File: src/design/wdw_pkg.sv
`default_nettype none

package wdw_pkg;

    // ****************************************************************
    // timing
    // ****************************************************************
    localparam int unsigned CORE_CLK_HZ    = 25_000_000;
    localparam int unsigned LP_OSC_HZ      = 32_000;
    // core cycles per nominal low-power oscillator period, rounded down
    localparam int unsigned LP_TICK_CYCLES = CORE_CLK_HZ / LP_OSC_HZ;
    localparam int unsigned PRE_DIV_SHORT  = 32;
    localparam int unsigned PRE_DIV_LONG   = 128;
    localparam int unsigned PRE_LOG_SHORT  = 5;
    localparam int unsigned PRE_LOG_LONG   = 7;
    // nominal base period after the prescaler, in microseconds
    localparam int unsigned BASE_US_SHORT  = 1000;
    localparam int unsigned BASE_US_LONG   = 4000;
    localparam int unsigned PRE_W          = 7;
    localparam int unsigned POST_W         = 15;
    localparam int unsigned ELAPSED_W      = PRE_W + POST_W + 1;

    // ****************************************************************
    // register map (byte addresses, one 32-bit word each)
    // ****************************************************************
    localparam logic [3:0]  FUSE_OFS      = 4'h0;
    localparam logic [3:0]  RSTCTL_OFS      = 4'h4;
    localparam logic [3:0]  STAT_OFS        = 4'h8;
    localparam int unsigned RSTCTL_IDLE_BIT = 2;
    localparam int unsigned RSTCTL_SLP_BIT  = 3;
    localparam int unsigned RSTCTL_TO_BIT   = 4;
    localparam int unsigned RSTCTL_SWEN_BIT = 5;
    localparam int unsigned STAT_PRE_LSB  = 16;
    localparam int unsigned STAT_PWR_LSB  = 24;
    localparam int unsigned STAT_RUN_BIT  = 28;
    // unprogrammed fuses read as one; bit 5 is not implemented
    localparam logic [7:0]  FUSE_RESET    = 8'hdf;
    localparam logic [7:0]  FUSE_MASK     = 8'hdf;

    // ****************************************************************
    // types
    // ****************************************************************
    typedef struct packed {
        logic       wd_enable_fuse;
        logic       window_disable_fuse;
        logic       unused;
        logic       wd_prescale_select;
        logic [3:0] wd_postscale_ratio;
    } wdw_fuse_t;

    typedef struct packed {
        logic wd_soft_enable;
        logic wd_timeout_flag;
        logic sleep_flag;
        logic idle_flag;
    } wdw_rstctl_t;

    typedef enum logic [1:0] {
        WDW_RUN   = 2'b00,
        WDW_SLEEP = 2'b01,
        WDW_IDLE  = 2'b10
    } wdw_pwr_t;

endpackage

`default_nettype wire

File: src/design/wdw_watchdog.sv
`timescale 1ns/1ps
`default_nettype none

module wdw_watchdog #(
    parameter int unsigned TICK_CYCLES = wdw_pkg::LP_TICK_CYCLES
) (
    // clock and power-on reset
    input  wire logic        core_clk,
    input  wire logic        reset_n,
    // avalon-mm slave
    input  wire logic [3:0]  avs_address,
    input  wire logic        avs_read,
    input  wire logic        avs_write,
    input  wire logic [31:0] avs_writedata,
    input  wire logic [3:0]  avs_byteenable,
    output logic      [31:0] avs_readdata,
    output logic             avs_waitrequest,
    // core events, one-cycle pulses
    input  wire logic        wd_clear_instr,
    input  wire logic        power_save_instr,
    input  wire logic        power_save_idle,
    input  wire logic        wake_event,
    input  wire logic        clk_switch_done,
    input  wire logic        dev_reset_in,
    // status to the core
    output logic             wd_reset_req,
    output logic             wd_wake,
    output logic             low_power_rc_osc_en,
    output logic             in_low_power
);

    localparam int unsigned TW = $clog2(TICK_CYCLES + 1);

    // ****************************************************************
    // helpers
    // ****************************************************************
    function automatic logic [wdw_pkg::POST_W-1:0] post_last(input logic [3:0] sel);
        post_last = wdw_pkg::POST_W'((32'h1 << sel) - 32'h1);
    endfunction

    function automatic logic [wdw_pkg::PRE_W-1:0] pre_last(input logic long_sel);
        pre_last = long_sel ? wdw_pkg::PRE_W'(wdw_pkg::PRE_DIV_LONG - 1)
                            : wdw_pkg::PRE_W'(wdw_pkg::PRE_DIV_SHORT - 1);
    endfunction

    // true once three quarters of the period have elapsed
    function automatic logic win_open(input logic [wdw_pkg::POST_W-1:0] post,
                                      input logic [wdw_pkg::PRE_W-1:0]  pre,
                                      input wdw_pkg::wdw_fuse_t         f);
        logic [wdw_pkg::ELAPSED_W-1:0] elapsed;
        logic [wdw_pkg::ELAPSED_W-1:0] thresh;
        int unsigned                   e;
        e = 32'(f.wd_postscale_ratio) +
            (f.wd_prescale_select ? wdw_pkg::PRE_LOG_LONG : wdw_pkg::PRE_LOG_SHORT);
        elapsed = f.wd_prescale_select ? {1'b0, post, pre}
                                       : {3'b000, post, pre[4:0]};
        thresh = wdw_pkg::ELAPSED_W'(64'd3 << (e - 2));
        win_open = elapsed >= thresh;
    endfunction

    // ****************************************************************
    // state
    // ****************************************************************
    wdw_pkg::wdw_fuse_t          fuse_q;
    logic                        fuse_locked_q;
    wdw_pkg::wdw_rstctl_t        rstctl_q;
    wdw_pkg::wdw_pwr_t           pwr_q;
    wdw_pkg::wdw_pwr_t           pwr_d;
    logic [TW-1:0]               tick_cnt_q;
    logic [wdw_pkg::PRE_W-1:0]   pre_cnt_q;
    logic [wdw_pkg::POST_W-1:0]  post_cnt_q;
    logic                        ack_q;
    logic [31:0]                 rdata_q;

    logic wd_run;
    logic lp_tick;
    logic pre_tick;
    logic timeout;
    logic fire;
    logic wake_evt;
    logic enter_ps;
    logic clr_ok;
    logic dev_rst_evt;
    logic clear_all;
    logic req;
    logic wr_acc;
    logic wr_fuse;
    logic wr_rstctl;

    // ****************************************************************
    // enable and event decode
    // ****************************************************************
    assign wd_run              = fuse_q.wd_enable_fuse | rstctl_q.wd_soft_enable;
    assign low_power_rc_osc_en = wd_run;
    assign in_low_power        = (pwr_q != wdw_pkg::WDW_RUN);

    assign lp_tick  = wd_run && (tick_cnt_q == TW'(TICK_CYCLES - 1));
    assign pre_tick = lp_tick && (pre_cnt_q == pre_last(fuse_q.wd_prescale_select));
    assign timeout  = pre_tick && (post_cnt_q == post_last(fuse_q.wd_postscale_ratio));

    // a clear outside the last quarter in window mode is a fault
    assign clr_ok = wd_clear_instr && !in_low_power &&
                    (fuse_q.window_disable_fuse ||
                     win_open(post_cnt_q, pre_cnt_q, fuse_q));
    assign fire = !in_low_power && (timeout ||
                  (wd_run && wd_clear_instr && !clr_ok));
    assign wake_evt    = in_low_power && (timeout || wake_event);
    assign enter_ps    = !in_low_power && power_save_instr && !fire;
    assign dev_rst_evt = dev_reset_in || fire;
    assign clear_all   = dev_rst_evt || clk_switch_done || enter_ps ||
                         wake_evt || clr_ok;

    // ****************************************************************
    // oscillator tick divider
    // ****************************************************************
    always_ff @(posedge core_clk or negedge reset_n) begin
        if (!reset_n) begin
            tick_cnt_q <= '0;
        end else if (!wd_run || lp_tick) begin
            tick_cnt_q <= '0;
        end else begin
            tick_cnt_q <= tick_cnt_q + TW'(1);
        end
    end

    // ****************************************************************
    // prescaler and postscaler
    // ****************************************************************
    // counting does not look at the power state, so sleep and idle keep running
    always_ff @(posedge core_clk or negedge reset_n) begin
        if (!reset_n) begin
            pre_cnt_q  <= '0;
            post_cnt_q <= '0;
        end else if (clear_all) begin
            pre_cnt_q  <= '0;
            post_cnt_q <= '0;
        end else if (pre_tick) begin
            pre_cnt_q  <= '0;
            post_cnt_q <= post_cnt_q + wdw_pkg::POST_W'(1);
        end else if (lp_tick) begin
            pre_cnt_q  <= pre_cnt_q + wdw_pkg::PRE_W'(1);
        end
    end

    // ****************************************************************
    // power state
    // ****************************************************************
    always_comb begin
        pwr_d = pwr_q;
        case (pwr_q)
            wdw_pkg::WDW_RUN: begin
                if (dev_rst_evt) begin
                    pwr_d = wdw_pkg::WDW_RUN;
                end else if (enter_ps) begin
                    pwr_d = power_save_idle ? wdw_pkg::WDW_IDLE : wdw_pkg::WDW_SLEEP;
                end
            end
            wdw_pkg::WDW_SLEEP,
            wdw_pkg::WDW_IDLE: begin
                if (dev_rst_evt || wake_evt) begin
                    pwr_d = wdw_pkg::WDW_RUN;
                end
            end
            default: begin
                pwr_d = wdw_pkg::WDW_RUN;
            end
        endcase
    end

    always_ff @(posedge core_clk or negedge reset_n) begin
        if (!reset_n) begin
            pwr_q <= wdw_pkg::WDW_RUN;
        end else begin
            pwr_q <= pwr_d;
        end
    end

    always_ff @(posedge core_clk or negedge reset_n) begin
        if (!reset_n) begin
            wd_reset_req <= 1'b0;
            wd_wake      <= 1'b0;
        end else begin
            wd_reset_req <= fire;
            wd_wake      <= wake_evt && !dev_reset_in;
        end
    end

    // ****************************************************************
    // avalon-mm slave: one wait cycle, then the answer
    // ****************************************************************
    assign req             = avs_read || avs_write;
    assign avs_waitrequest = req && !ack_q;
    assign avs_readdata    = rdata_q;
    assign wr_acc          = avs_write && ack_q && avs_byteenable[0];
    assign wr_fuse         = wr_acc && (avs_address == wdw_pkg::FUSE_OFS);
    assign wr_rstctl       = wr_acc && (avs_address == wdw_pkg::RSTCTL_OFS);

    always_ff @(posedge core_clk or negedge reset_n) begin
        if (!reset_n) begin
            ack_q <= 1'b0;
        end else begin
            ack_q <= req && !ack_q;
        end
    end

    // unmapped addresses read zero and ignore writes
    always_ff @(posedge core_clk or negedge reset_n) begin
        if (!reset_n) begin
            rdata_q <= '0;
        end else if (avs_read && !ack_q) begin
            rdata_q <= '0;
            case (avs_address)
                wdw_pkg::FUSE_OFS: begin
                    rdata_q[7:0] <= fuse_q;
                end
                wdw_pkg::RSTCTL_OFS: begin
                    rdata_q[wdw_pkg::RSTCTL_SWEN_BIT:wdw_pkg::RSTCTL_IDLE_BIT] <= rstctl_q;
                end
                wdw_pkg::STAT_OFS: begin
                    rdata_q[wdw_pkg::POST_W-1:0] <= post_cnt_q;
                    rdata_q[wdw_pkg::STAT_PRE_LSB +: wdw_pkg::PRE_W] <= pre_cnt_q;
                    rdata_q[wdw_pkg::STAT_PWR_LSB +: 2] <= pwr_q;
                    rdata_q[wdw_pkg::STAT_RUN_BIT] <= wd_run;
                end
                default: begin
                    rdata_q <= '0;
                end
            endcase
        end
    end

    // ****************************************************************
    // fuse register: write-once until power-on reset
    // ****************************************************************
    // a device reset leaves the fuses alone, as configuration outlives it
    always_ff @(posedge core_clk or negedge reset_n) begin
        if (!reset_n) begin
            fuse_q        <= wdw_pkg::FUSE_RESET;
            fuse_locked_q <= 1'b0;
        end else if (wr_fuse && !fuse_locked_q) begin
            fuse_q        <= avs_writedata[7:0] & wdw_pkg::FUSE_MASK;
            fuse_locked_q <= 1'b1;
        end
    end

    // ****************************************************************
    // reset-control bits: hardware set or clear wins over software write
    // ****************************************************************
    always_ff @(posedge core_clk or negedge reset_n) begin
        if (!reset_n) begin
            rstctl_q <= '0;
        end else begin
            if (dev_rst_evt) begin
                rstctl_q.wd_soft_enable <= 1'b0;
            end else if (wr_rstctl) begin
                rstctl_q.wd_soft_enable <= avs_writedata[wdw_pkg::RSTCTL_SWEN_BIT];
            end
            if (fire) begin
                rstctl_q.wd_timeout_flag <= 1'b1;
            end else if (wr_rstctl) begin
                rstctl_q.wd_timeout_flag <= avs_writedata[wdw_pkg::RSTCTL_TO_BIT];
            end
            // flags are left for software to clear after wake-up
            if (enter_ps && !power_save_idle) begin
                rstctl_q.sleep_flag <= 1'b1;
            end else if (wr_rstctl) begin
                rstctl_q.sleep_flag <= avs_writedata[wdw_pkg::RSTCTL_SLP_BIT];
            end
            if (enter_ps && power_save_idle) begin
                rstctl_q.idle_flag <= 1'b1;
            end else if (wr_rstctl) begin
                rstctl_q.idle_flag <= avs_writedata[wdw_pkg::RSTCTL_IDLE_BIT];
            end
        end
    end

    localparam int PRE_SHORT_LAST = int'(wdw_pkg::PRE_DIV_SHORT) - 1;
    localparam int PRE_LONG_LAST  = int'(wdw_pkg::PRE_DIV_LONG) - 1;
endmodule // wdw_watchdog

`default_nettype wire

File: config.mk
export PLATFORM = sky130hd
export DESIGN_NAME = wdw_watchdog
export DESIGN_NICKNAME = d
export VERILOG_FILES = /design/src/design/wdw_pkg.sv /design/src/design/wdw_watchdog.sv
export SDC_FILE = /design/constraint.sdc
export NUM_CORES = 1
export LEC_CHECK = 0
export ABC_AREA = 1
export BUFFER_PORTS_ARGS = -buffer_cell sky130_fd_sc_hd__clkbuf_2
export CAP_MARGIN = 30
export CORE_ASPECT_RATIO = 0.75
export CORE_MARGIN = 1.5
export CORE_UTILIZATION = 55
export DETAILED_ROUTE_END_ITERATION = 10
export HOLD_SLACK_MARGIN = 0.02
export PLACE_DENSITY = 0.77
export SLEW_MARGIN = 10
export SYNTH_ARGS = -nofsm -noshare
export SYNTH_HDL_FRONTEND = slang
export SYNTH_SLANG_ARGS = --single-unit
File: constraint.sdc
create_clock -name core_clk -period 5.18 [get_ports core_clk]
set_input_delay 0.518 -clock core_clk [delete_from_list [all_inputs] [get_ports core_clk]]
set_output_delay 0.518 -clock core_clk [all_outputs]
set_load 0.005 [all_outputs]
# --- Word-level counts from Yosys, hierarchy flattened ---
# Index checks and enable logic that the tools add are counted.
word_totals:
  reg_bits: 74
  input_bits: 50
  out_inout_bits: 37
  word_cells: 116
op_classes:
  n_reduce_logical: 51
  n_shift: 2
  n_addsub: 6
  n_bitwise: 1
  order_cmp: 1
  muxes: 29
  n_eq_ne: 9
ops:
  columns: ["op", "count"]
  rows:
  - ["two-way mux 7 bit", 6]
  - ["<< shifter 2 x 32 -> 23 bit (first input constant)", 1]
  - ["two-way mux 15 bit", 2]
  - [">= comparator 22 x 23 -> 1 bit", 1]
  - ["two-way mux 22 bit", 1]
  - ["logical AND 1 bit", 21]
  - ["adder 15 x 1 -> 15 bit (second input constant)", 1]
  - ["equality test 15 bit", 1]
  - ["<< shifter 1 x 4 -> 15 bit (first input constant)", 1]
  - ["subtractor 15 x 1 -> 15 bit (second input constant)", 1]
  - ["two-way mux 2 bit", 6]
  - ["one-hot mux 2 bit (2 select lines)", 3]
  - ["one-hot mux 4 bit (3 select lines)", 1]
  - ["nonzero test 2 bit", 6]
  - ["logical OR 1 bit", 11]
  - ["adder 10 x 1 -> 10 bit (second input constant)", 1]
  - ["equality test 10 bit (second input constant)", 1]
  - ["two-way mux 10 bit", 1]
  - ["two-way mux 1 bit", 9]
  - ["zero test 1 bit", 8]
  - ["adder 7 x 1 -> 7 bit (second input constant)", 1]
  - ["equality test 7 bit", 1]
  - ["subtractor 5 x 2 -> 6 bit (second input constant)", 1]
  - ["adder 4 x 3 -> 5 bit", 1]
  - ["other kinds (12)", 12]

# --- Logic depth before layout (Yosys ltp) ---
# Gate-level depths: netlist of run 1.
logic_depth:
  ltp_word: 17
  depth_mapped: 30
  depth_no_buf: 29

# --- Least setup slack after synthesis of run 1 ---
# Ideal clock, no wire load.
synth_path:
  kind: "reg2reg"
  startpoint: "register fuse_q[4] (netlist bit)"
  endpoint: "register pre_cnt_q[2] (netlist bit)"
  arrival_ns: 4.088
  stages_incl_launch_ff: 31
  path_slack_ns: 1.027
  t_required_ns: 5.115
  setup_ns: 0.065
  synth_period_minus_slack_ns: 4.153
  n_path_buf: 1
  path_cell_list: "dfstp_2 > clkbuf_1 > inv_1 > ha_1 > inv_1 > ha_1 > inv_1 > fa_1 > inv_1 > nand2_1 > nand2_2 > inv_1 > nor2_1 > nand4_1 > ha_1 > nand2_1 > nor2_1 > nand3_1 > nor2_1 > nor2_1 > nor2_1 > nor2_1 > nand4_1 > nand2_1 > nand2_1 > nand2_1 > nand2_2 > nand3_2 > nor2_4 > nand3_1 > nand2_1"
synth_between:
  elab_chain_len: 17
  elab_cells_between_ends: 28
  classes_between: "add/sub (2); order compare (1); eq/ne (1); shift (1); mux (5); reduce/logical (18)"
synth_lines:
  columns: ["element", "line", "source"]
  rows:
  - ["start, declared", "wdw_watchdog.sv:64", "wdw_pkg::wdw_fuse_t fuse_q;"]
  - ["start signal, assigned", "wdw_watchdog.sv:238", "fuse_q <= wdw_pkg::FUSE_RESET;"]
  - ["start signal, assigned", "wdw_watchdog.sv:241", "fuse_q <= avs_writedata[7:0] & wdw_pkg::FUSE_MASK;"]
  - ["two-way mux 2 bit", "wdw_watchdog.sv:54", "(f.wd_prescale_select ? wdw_pkg::PRE_LOG_LONG : wdw_pkg::PRE_LOG_SHORT);"]
  - ["adder 4 x 3 -> 5 bit", "wdw_watchdog.sv:53", "e = 32'(f.wd_postscale_ratio) +"]
  - ["subtractor 5 x 2 -> 6 bit", "wdw_watchdog.sv:57", "thresh = wdw_pkg::ELAPSED_W'(64'd3 << (e - 2));"]
  - ["<< shifter 2 x 32 -> 23 bit", "wdw_watchdog.sv:57", null]
  - [">= comparator 22 x 23 -> 1 bit", "wdw_watchdog.sv:58", "win_open = elapsed >= thresh;"]
  - ["logical OR 1 bit", "wdw_watchdog.sv:103", "(fuse_q.window_disable_fuse ||"]
  - ["logical AND 1 bit", "wdw_watchdog.sv:102", "assign clr_ok = wd_clear_instr && !in_low_power &&"]
  - ["zero test 1 bit", "wdw_watchdog.sv:106", "(wd_run && wd_clear_instr && !clr_ok));"]
  - ["logical AND 1 bit", "wdw_watchdog.sv:106", null]
  - ["logical OR 1 bit", "wdw_watchdog.sv:105", "assign fire = !in_low_power && (timeout ||"]
  - ["logical AND 1 bit", "wdw_watchdog.sv:105", null]
  - ["logical OR 1 bit / zero test 1 bit (equally long branches)", "wdw_watchdog.sv:109, wdw_watchdog.sv:108", null]
  - ["logical OR 1 bit / logical AND 1 bit (equally long branches)", "wdw_watchdog.sv:110, wdw_watchdog.sv:108", null]
  - ["logical OR 1 bit (2 in series)", "wdw_watchdog.sv:110", "assign clear_all = dev_rst_evt || clk_switch_done || enter_ps ||"]
  - ["logical OR 1 bit", "wdw_watchdog.sv:111", "wake_evt || clr_ok;"]
  - ["nonzero test 3 bit (no line) / two-way mux 7 bit (equally long branches)", null, null]
  - ["end signal, assigned", "wdw_watchdog.sv:141", "pre_cnt_q <= pre_cnt_q + wdw_pkg::PRE_W'(1);"]
  - ["end, declared", "wdw_watchdog.sv:70", "logic [wdw_pkg::PRE_W-1:0] pre_cnt_q;"]
# Parallel ways exist; a longest one is shown, timed or not.
# A chain may end at the register's enable or synchronous reset.

# --- Final worst setup path of run 1 ---
layout_path:
  startpoint: "register fuse_q[1] (netlist bit)"
  endpoint: "register pre_cnt_q[0] (netlist bit)"
layout_between:
  elab_chain_len: 16
  elab_cells_between_ends: 25
  classes_between: "add/sub (3); order compare (1); eq/ne (1); shift (2); mux (1); reduce/logical (17)"
layout_lines:
  columns: ["element", "line"]
  rows:
  - ["adder 4 x 3 -> 5 bit", "wdw_watchdog.sv:53"]
  - ["subtractor 5 x 2 -> 6 bit", "wdw_watchdog.sv:57"]
  - ["<< shifter 2 x 32 -> 23 bit", "wdw_watchdog.sv:57"]
  - [">= comparator 22 x 23 -> 1 bit", "wdw_watchdog.sv:58"]
  - ["logical OR 1 bit", "wdw_watchdog.sv:103"]
  - ["logical AND 1 bit", "wdw_watchdog.sv:102"]
  - ["zero test 1 bit", "wdw_watchdog.sv:106"]
  - ["logical AND 1 bit", "wdw_watchdog.sv:106"]
  - ["logical OR 1 bit", "wdw_watchdog.sv:105"]
  - ["logical AND 1 bit", "wdw_watchdog.sv:105"]
  - ["logical OR 1 bit / zero test 1 bit (equally long branches)", "wdw_watchdog.sv:109, wdw_watchdog.sv:108"]
  - ["logical OR 1 bit / logical AND 1 bit (equally long branches)", "wdw_watchdog.sv:110, wdw_watchdog.sv:108"]
  - ["logical OR 1 bit (2 in series)", "wdw_watchdog.sv:110"]
  - ["logical OR 1 bit (*)", "wdw_watchdog.sv:111"]
  - ["nonzero test 3 bit (no line) / two-way mux 7 bit (equally long branches)", null]
# Every way passes the cells marked *; elsewhere a longest branch is shown, timed or not.

==> results.py, run 1 <==
metrics = {
    "drt": {
        "avgRoutedWirePerCell_um": 14.9,
        "drcViolationCount": 0,
        "wl_met2_um": 5890,
        "detail_route.first_pass.iterations": 7,
        "vias_per_cell": 5.58,
        "routed.top_layer": "met4",
        "wl_met3_um": 1140,
        "drtIter0Drc": 522,
        "vias": 4996,
        "ant_nets": 0,
        "wl_um": 13400,
        "wirelength_met1_um": 6180,
    },
    "timing": {
        "fmax_mhz": 211,
        "drv_slew": 0,
        "final.setup.tns_ns": 0,
        "fin_crit_sh_pct": 91.3,
        "rsz0062_at_grt": "no",
        "worst_pin_slew_ns": 0.755,
        "finalSetupViolCount": 0,
        "whs_ns": 0.335,
        "min_period_ns": 4.73,
        "slew_headroom_pct": 49.5,
        "finalClockSkew_ns": 0.00641,
        "finalHoldViolCount": 0,
    },
    "yosys": {
        "yosys_warnings": 0,
        "yosysSeqAreaShare_pct": 35.9,
        "netlist_area_um2": 5190,
        "synthCells": 712,
        "yosys.cell_types.count": 43,
        "ys_ff_latch": 74,
        "postSynthAreaPerCell_um2": 7.28,
    },
    "worst_setup_path": {
        "endpoint": "pre_cnt_q[0]",
        "r2r_slack_ns": 0.45,
        "crit_path_max_fanout": 16,
        "cp_slowest_cell": "dfstp_2",
        "worst_r2r_endpoint": "pre_cnt_q[0]",
        "cp.depth": 27,
        "slowest_delay_ns": 0.60,
        "r2r_cells": 27,
        "rr_startpoint": "fuse_q[1]",
        "cp-start-kind": "flip-flop",
        "endpoint_kind": "flip-flop",
        "worstPathRequired_ns": 5.43,
        "path_class": "flip-flop to flip-flop",
        "critPathTopFamily": "simple AND/OR/NAND/NOR gates",
        "crit_start": "fuse_q[1]",
        "cp_num_buf_inv": 5,
        "cp.arrival_ns": 4.98,
    },
    "floorplanning": {
        "num_io_pins": 87,
        "die_h_um": 87.1,
        "die_w_um": 115,
        "die-area_um2": 10000,
        "rows": 30,
        "initial_core_util_pct": 56.9,
        "coreArea_um2": 9120,
    },
    "placed_design": {
        "io_buffers": 52,
        "dp_cells": 876,
        "dpl_cell_area_um2": 5540,
        "gp_congestion": 0.945,
        "hpwlAfterDp_um": 10000,
    },
    "clock_network": {
        "htreeDepth": 3,
        "clkSinkCount": 74,
        "cts_buffer_depth": 2,
        "clk-insertion-delay-late_ns": 0.35,
        "numCtsBuffers": 9,
        "cts_root_buf": "clkbuf_16",
        "cts_tree": "yes",
        "clk_pin_slew_ns": 0.06,
    },
    "global_route": {
        "grt-ovfl-total": 0,
        "grt_max_degree": 75,
        "grt_pass1_vias": 4600,
        "grtUsageTotal_pct": 28.4,
        "grt_pass1_wl_um": 21900,
        "antenna_found_initial": 0,
    },
    "final_layout": {
        "nets": 847,
        "drive_above_1_share_pct": 13.9,
        "fin_area_um2": 5930,
        "layout_common_cells": "177 x nand2_1, 83 x nor2_1, 79 x inv_1, 67 x dfrtp_1, 51 x clkbuf_2",
        "final_cells": 896,
        "antenna_cells": 0,
        "area_growth_pct": 14.4,
        "final_common_cell": "nand2_1",
    },
    "power": {
        "leakage_uw": 0.00296,
        "power_uw": 1400,
        "p_per_area_nw_per_um2": 236,
        "peakVddDrop_mv": 0.210,
    },
    "min_path": {
        "min_path_type": "primary input to flip-flop",
    },
    "run_status": {
        "outcome": "finished clean",
    },
    "flow_run": {
        "timing.max_cap.violations": 0,
    },
}
-- layout make-up --
class / count / area [um^2]
clock buffer: 11 / 233
clock inverter: 5 / 78.8
fill: 807 / 3190
inverter: 87 / 333
multi-input combinational: 533 / 2920
sequential: 74 / 1860
tap: 128 / 160
timing repair buffer: 58 / 350
-- worst reg2reg max path: cells and delay by family (launching register included) --
kind,cells,cell delay (ns)
adders and majority gates,4,1.18
buffers and inverters,5,0.51
DFF,1,0.60
and+or+nand+nor,18,2.36
-- sequential cells by signal, indices dropped and copies added, names as in the netlist, 2 cells and up --
register,count
tick_cnt_q,10
pwr_q,2
post_cnt_q,15
avs_readdata,25
pre_cnt_q,7
fuse_q,7
rstctl_q,4
-- repair_timing --
action / 4_1_cts / 5_1_grt
hold buffers: 0 / 1
setup buffers: 0 / 1
resized for setup: 0 / 6
endpoints found under the setup margin: 0 / 26
hold endpoints to repair: 0 / 9
-- routing by layer --
layer	global-route usage [%]	up-vias
li1	-	2426
met1	39.8	2308
met2	44.9	240
met3	6.89	22
met4	6.40	0
met5	0	-
-- cells in the mapped netlist, drive strengths merged --
master    n  area, um^2
a211oi    1        7.51
a21oi    27         150
a221oi    1        8.76
a31oi     1        6.26
buf      10        76.3
clkbuf   15        56.3
clkinv    1        3.75
conb      1        3.75
dfrtp    67        1680
dfstp     7         184
fa        1        20.0
ha       33         413
inv      86         325
mux2i     3        30.0
nand2   183         702
nand3    50         260
nand3b    1        7.51
nand4    23         159
nor2     89         354
nor3     18         110
nor3b     7        52.6
nor4      7        43.8
o21a      1        7.51
o21ai    35         175
o21bai    2        15.0
o221ai    1        8.76
o22ai     5        31.3
o31ai    14         105
xnor2     6        52.6
xor2     16         140
-- metrics by stage --
stage	setup slack (ns)	util (%)
global placement	0.368	60.5
floorplan	1.03	-
finish	0.450	65.0
global route	0.00961	65.0
detailed placement	0.264	60.8
CTS	0.233	64.2
-- worst min path at each step --
stage	to	from	cells after the start
2_1_floorplan	ack_q	reset_n	0
3_3_place_gp	fuse_locked_q	fuse_locked_q	2
3_5_place_dp	fuse_locked_q	fuse_locked_q	2
4_1_cts	wd_wake	dev_reset_in	2
5_1_grt	wd_wake	dev_reset_in	2
6_report	wd_wake	dev_reset_in	2
-- report_power, final --
part,internal (uW),switching [uW],total [uW]
clock,421,243,664
sequential,591,6.45,597
combinational,46.2,93.5,140
-- cell families (layout without fill, tap and decap cells) --
logic type	Yosys count	in the layout	share of synthesized area, %
adders and majority gates	34	34	8.35
other	1	7	0.0723
DFF	74	74	35.9
xor gates and xnor gates	22	22	3.72
AOI/OAI and AO/OA	88	88	9.94
buffers and inverters	112	161	8.90
and+or+nand+nor	378	379	32.6
muxes	3	3	0.579
Power figures use the tool's default switching activity.
==> inputs of run 2 (changes only) <==
- CORE_MARGIN: 1.5 -> unset
- clock period: 5.18 -> 6.1 ns (I/O delays scaled with it)
==> results.py, run 2 (same netlist as run 1, synthesis figures left out) <==
metrics = {
    "floorplanning": {
        "die_h_um": 86.1,
        "die-area_um2": 9830,
        "num_io_pins": 87,
        "rows": 30,
        "die_w_um": 114,
        "coreArea_um2": 9080,
        "initial_core_util_pct": 57.1,
    },
    "power": {
        "peakVddDrop_mv": 0.160,
        "leakage_uw": 0.00295,
        "power_uw": 1170,
        "p_clk_share_pct": 46.8,
        "internal_power_uw": 879,
        "netSwitchingFraction_pct": 24.6,
        "p_per_area_nw_per_um2": 198,
        "comb_power_share_pct": 9.6,
        "switching_power_uw": 286,
        "power_frac_seq_pct": 43.5,
    },
    "worst_setup_path": {
        "r2r_cells": 29,
        "endpoint_kind": "flip-flop",
        "slowest_delay_ns": 0.59,
        "path_class": "flip-flop to flip-flop",
        "cp-start-kind": "flip-flop",
        "critPathTopFamily": "simple AND/OR/NAND/NOR gates",
        "cp.arrival_ns": 5.38,
        "crit_path_max_fanout": 11,
        "crit_path_frequent_cell": "nor2_1",
        "cp_slowest_cell": "dfstp_2",
        "cp.depth": 29,
        "worstPathRequired_ns": 6.37,
        "cp_num_buf_inv": 5,
    },
    "clock_network": {
        "cts_resized": 0,
        "cts_root_buf": "clkbuf_16",
        "numCtsBuffers": 9,
        "clk_pin_slew_ns": 0.06,
        "clk-insertion-delay-late_ns": 0.34,
        "cts_tree": "yes",
        "htreeDepth": 3,
        "post-cts-setup-buffers": 0,
        "clkSinkCount": 74,
        "cts_buffer_depth": 2,
        "cts-hold-fix-buffers": 0,
    },
    "drt": {
        "vias": 4977,
        "ant_nets": 0,
        "avgRoutedWirePerCell_um": 15.2,
        "vias_per_cell": 5.57,
        "wl_um": 13600,
        "detail_route.first_pass.iterations": 5,
        "drcViolationCount": 0,
        "drtIter0Drc": 419,
    },
    "flow_run": {
        "timing.max_cap.violations": 0,
    },
    "timing": {
        "slew_headroom_pct": 49.4,
        "final.setup.tns_ns": 0,
        "min_period_ns": 5.11,
        "finalClockSkew_ns": 0.00709,
        "fin_crit_sh_pct": 83.8,
        "finalSetupViolCount": 0,
        "finalHoldViolCount": 0,
        "fmax_mhz": 196,
        "drv_slew": 0,
        "worst_pin_slew_ns": 0.753,
        "rsz0062_at_grt": "no",
    },
    "global_route": {
        "grt_max_degree": 75,
        "grt_pass1_wl_um": 22100,
        "grt-ovfl-total": 0,
        "grtUsageTotal_pct": 29.1,
        "antenna_found_initial": 0,
        "grt_pass1_vias": 4552,
    },
    "final_layout": {
        "final_common_cell": "nand2_1",
        "nets": 844,
        "antenna_cells": 0,
        "nFillCells": 841,
        "drive_above_1_share_pct": 13.6,
        "area_growth_pct": 13.4,
        "layout_common_cells": "177 x nand2_1, 85 x nor2_1, 80 x inv_1, 67 x dfrtp_1, 51 x clkbuf_2",
        "largest_reg_flops": 25,
    },
    "run_status": {
        "outcome": "finished clean",
    },
    "placed_design": {
        "io_buffers": 52,
        "gp_congestion": 0.925,
        "hpwlAfterDp_um": 10200,
    },
    "min_path": {
        "min_path_type": "primary input to asynchronous set/reset pin",
    },
}
## run 2: changes by cell type in the layout (fill, tap and decap cells not counted), sizes merged
cell,change
buf,-1
bufinv,-1
clkinv,-1
dlygate4sd3,-1
inv,+2
nor2,-1
## run 2: power by group through the flow
stage	logic, uW	registers, uW	clock network [uW]
floorplan	67.5	516	0
finish	112	507	546
global placement	102	515	0
detailed placement	110	516	0
CTS	110	507	551
global route	126	508	573
## run 2: final timing paths
check	startpoint	end	slack [ns]
setup / recovery	fuse_q[1]	post_cnt_q[10]	0.99
hold / removal	reset_n	tick_cnt_q[7]	0.24
setup reg to reg	fuse_q[1]	post_cnt_q[10]	0.99
hold reg to reg	fuse_locked_q	fuse_locked_q	0.46
max in group asynchronous	reset_n	fuse_q[1]	5.25
min in group core_clk	dev_reset_in	wd_wake	0.43
## run 2: layout make-up
class / instances / area, um^2 / share of cell area [%]
Multi-Input combinational cell: 532 / 2890 / 49.1
Sequential cell: 74 / 1860 / 31.6
Timing Repair Buffer: 56 / 330 / 5.62
Inverter: 87 / 329 / 5.60
Clock buffer: 11 / 253 / 4.30
Tap cell: 128 / 160 / 2.72
Clock inverter: 5 / 60.1 / 1.02
## run 2: metal layers
metal | wire [um] | vias up | GRT usage (%)
li1 | - | 2429 | -
met1 | 6400 | 2343 | 41.6
met2 | 5910 | 190 | 44.1
met3 | 1040 | 15 | 7.00
met4 | 198 | 0 | 8.15
met5 | 0 | - | 0
## run 2: stage by stage
stage	utilization [%]	instances	worst slack, ns	cell area (um^2)	hold slack (ns)
after floorplan	-	718	1.95	5210	0.314
after global placement	60.7	875	1.22	5510	0.438
after detailed placement	61.0	876	1.06	5540	0.445
after CTS	64.4	892	1.05	5850	0.429
after global routing	64.7	893	0.550	5880	0.249
final	64.7	893	0.988	5880	0.236
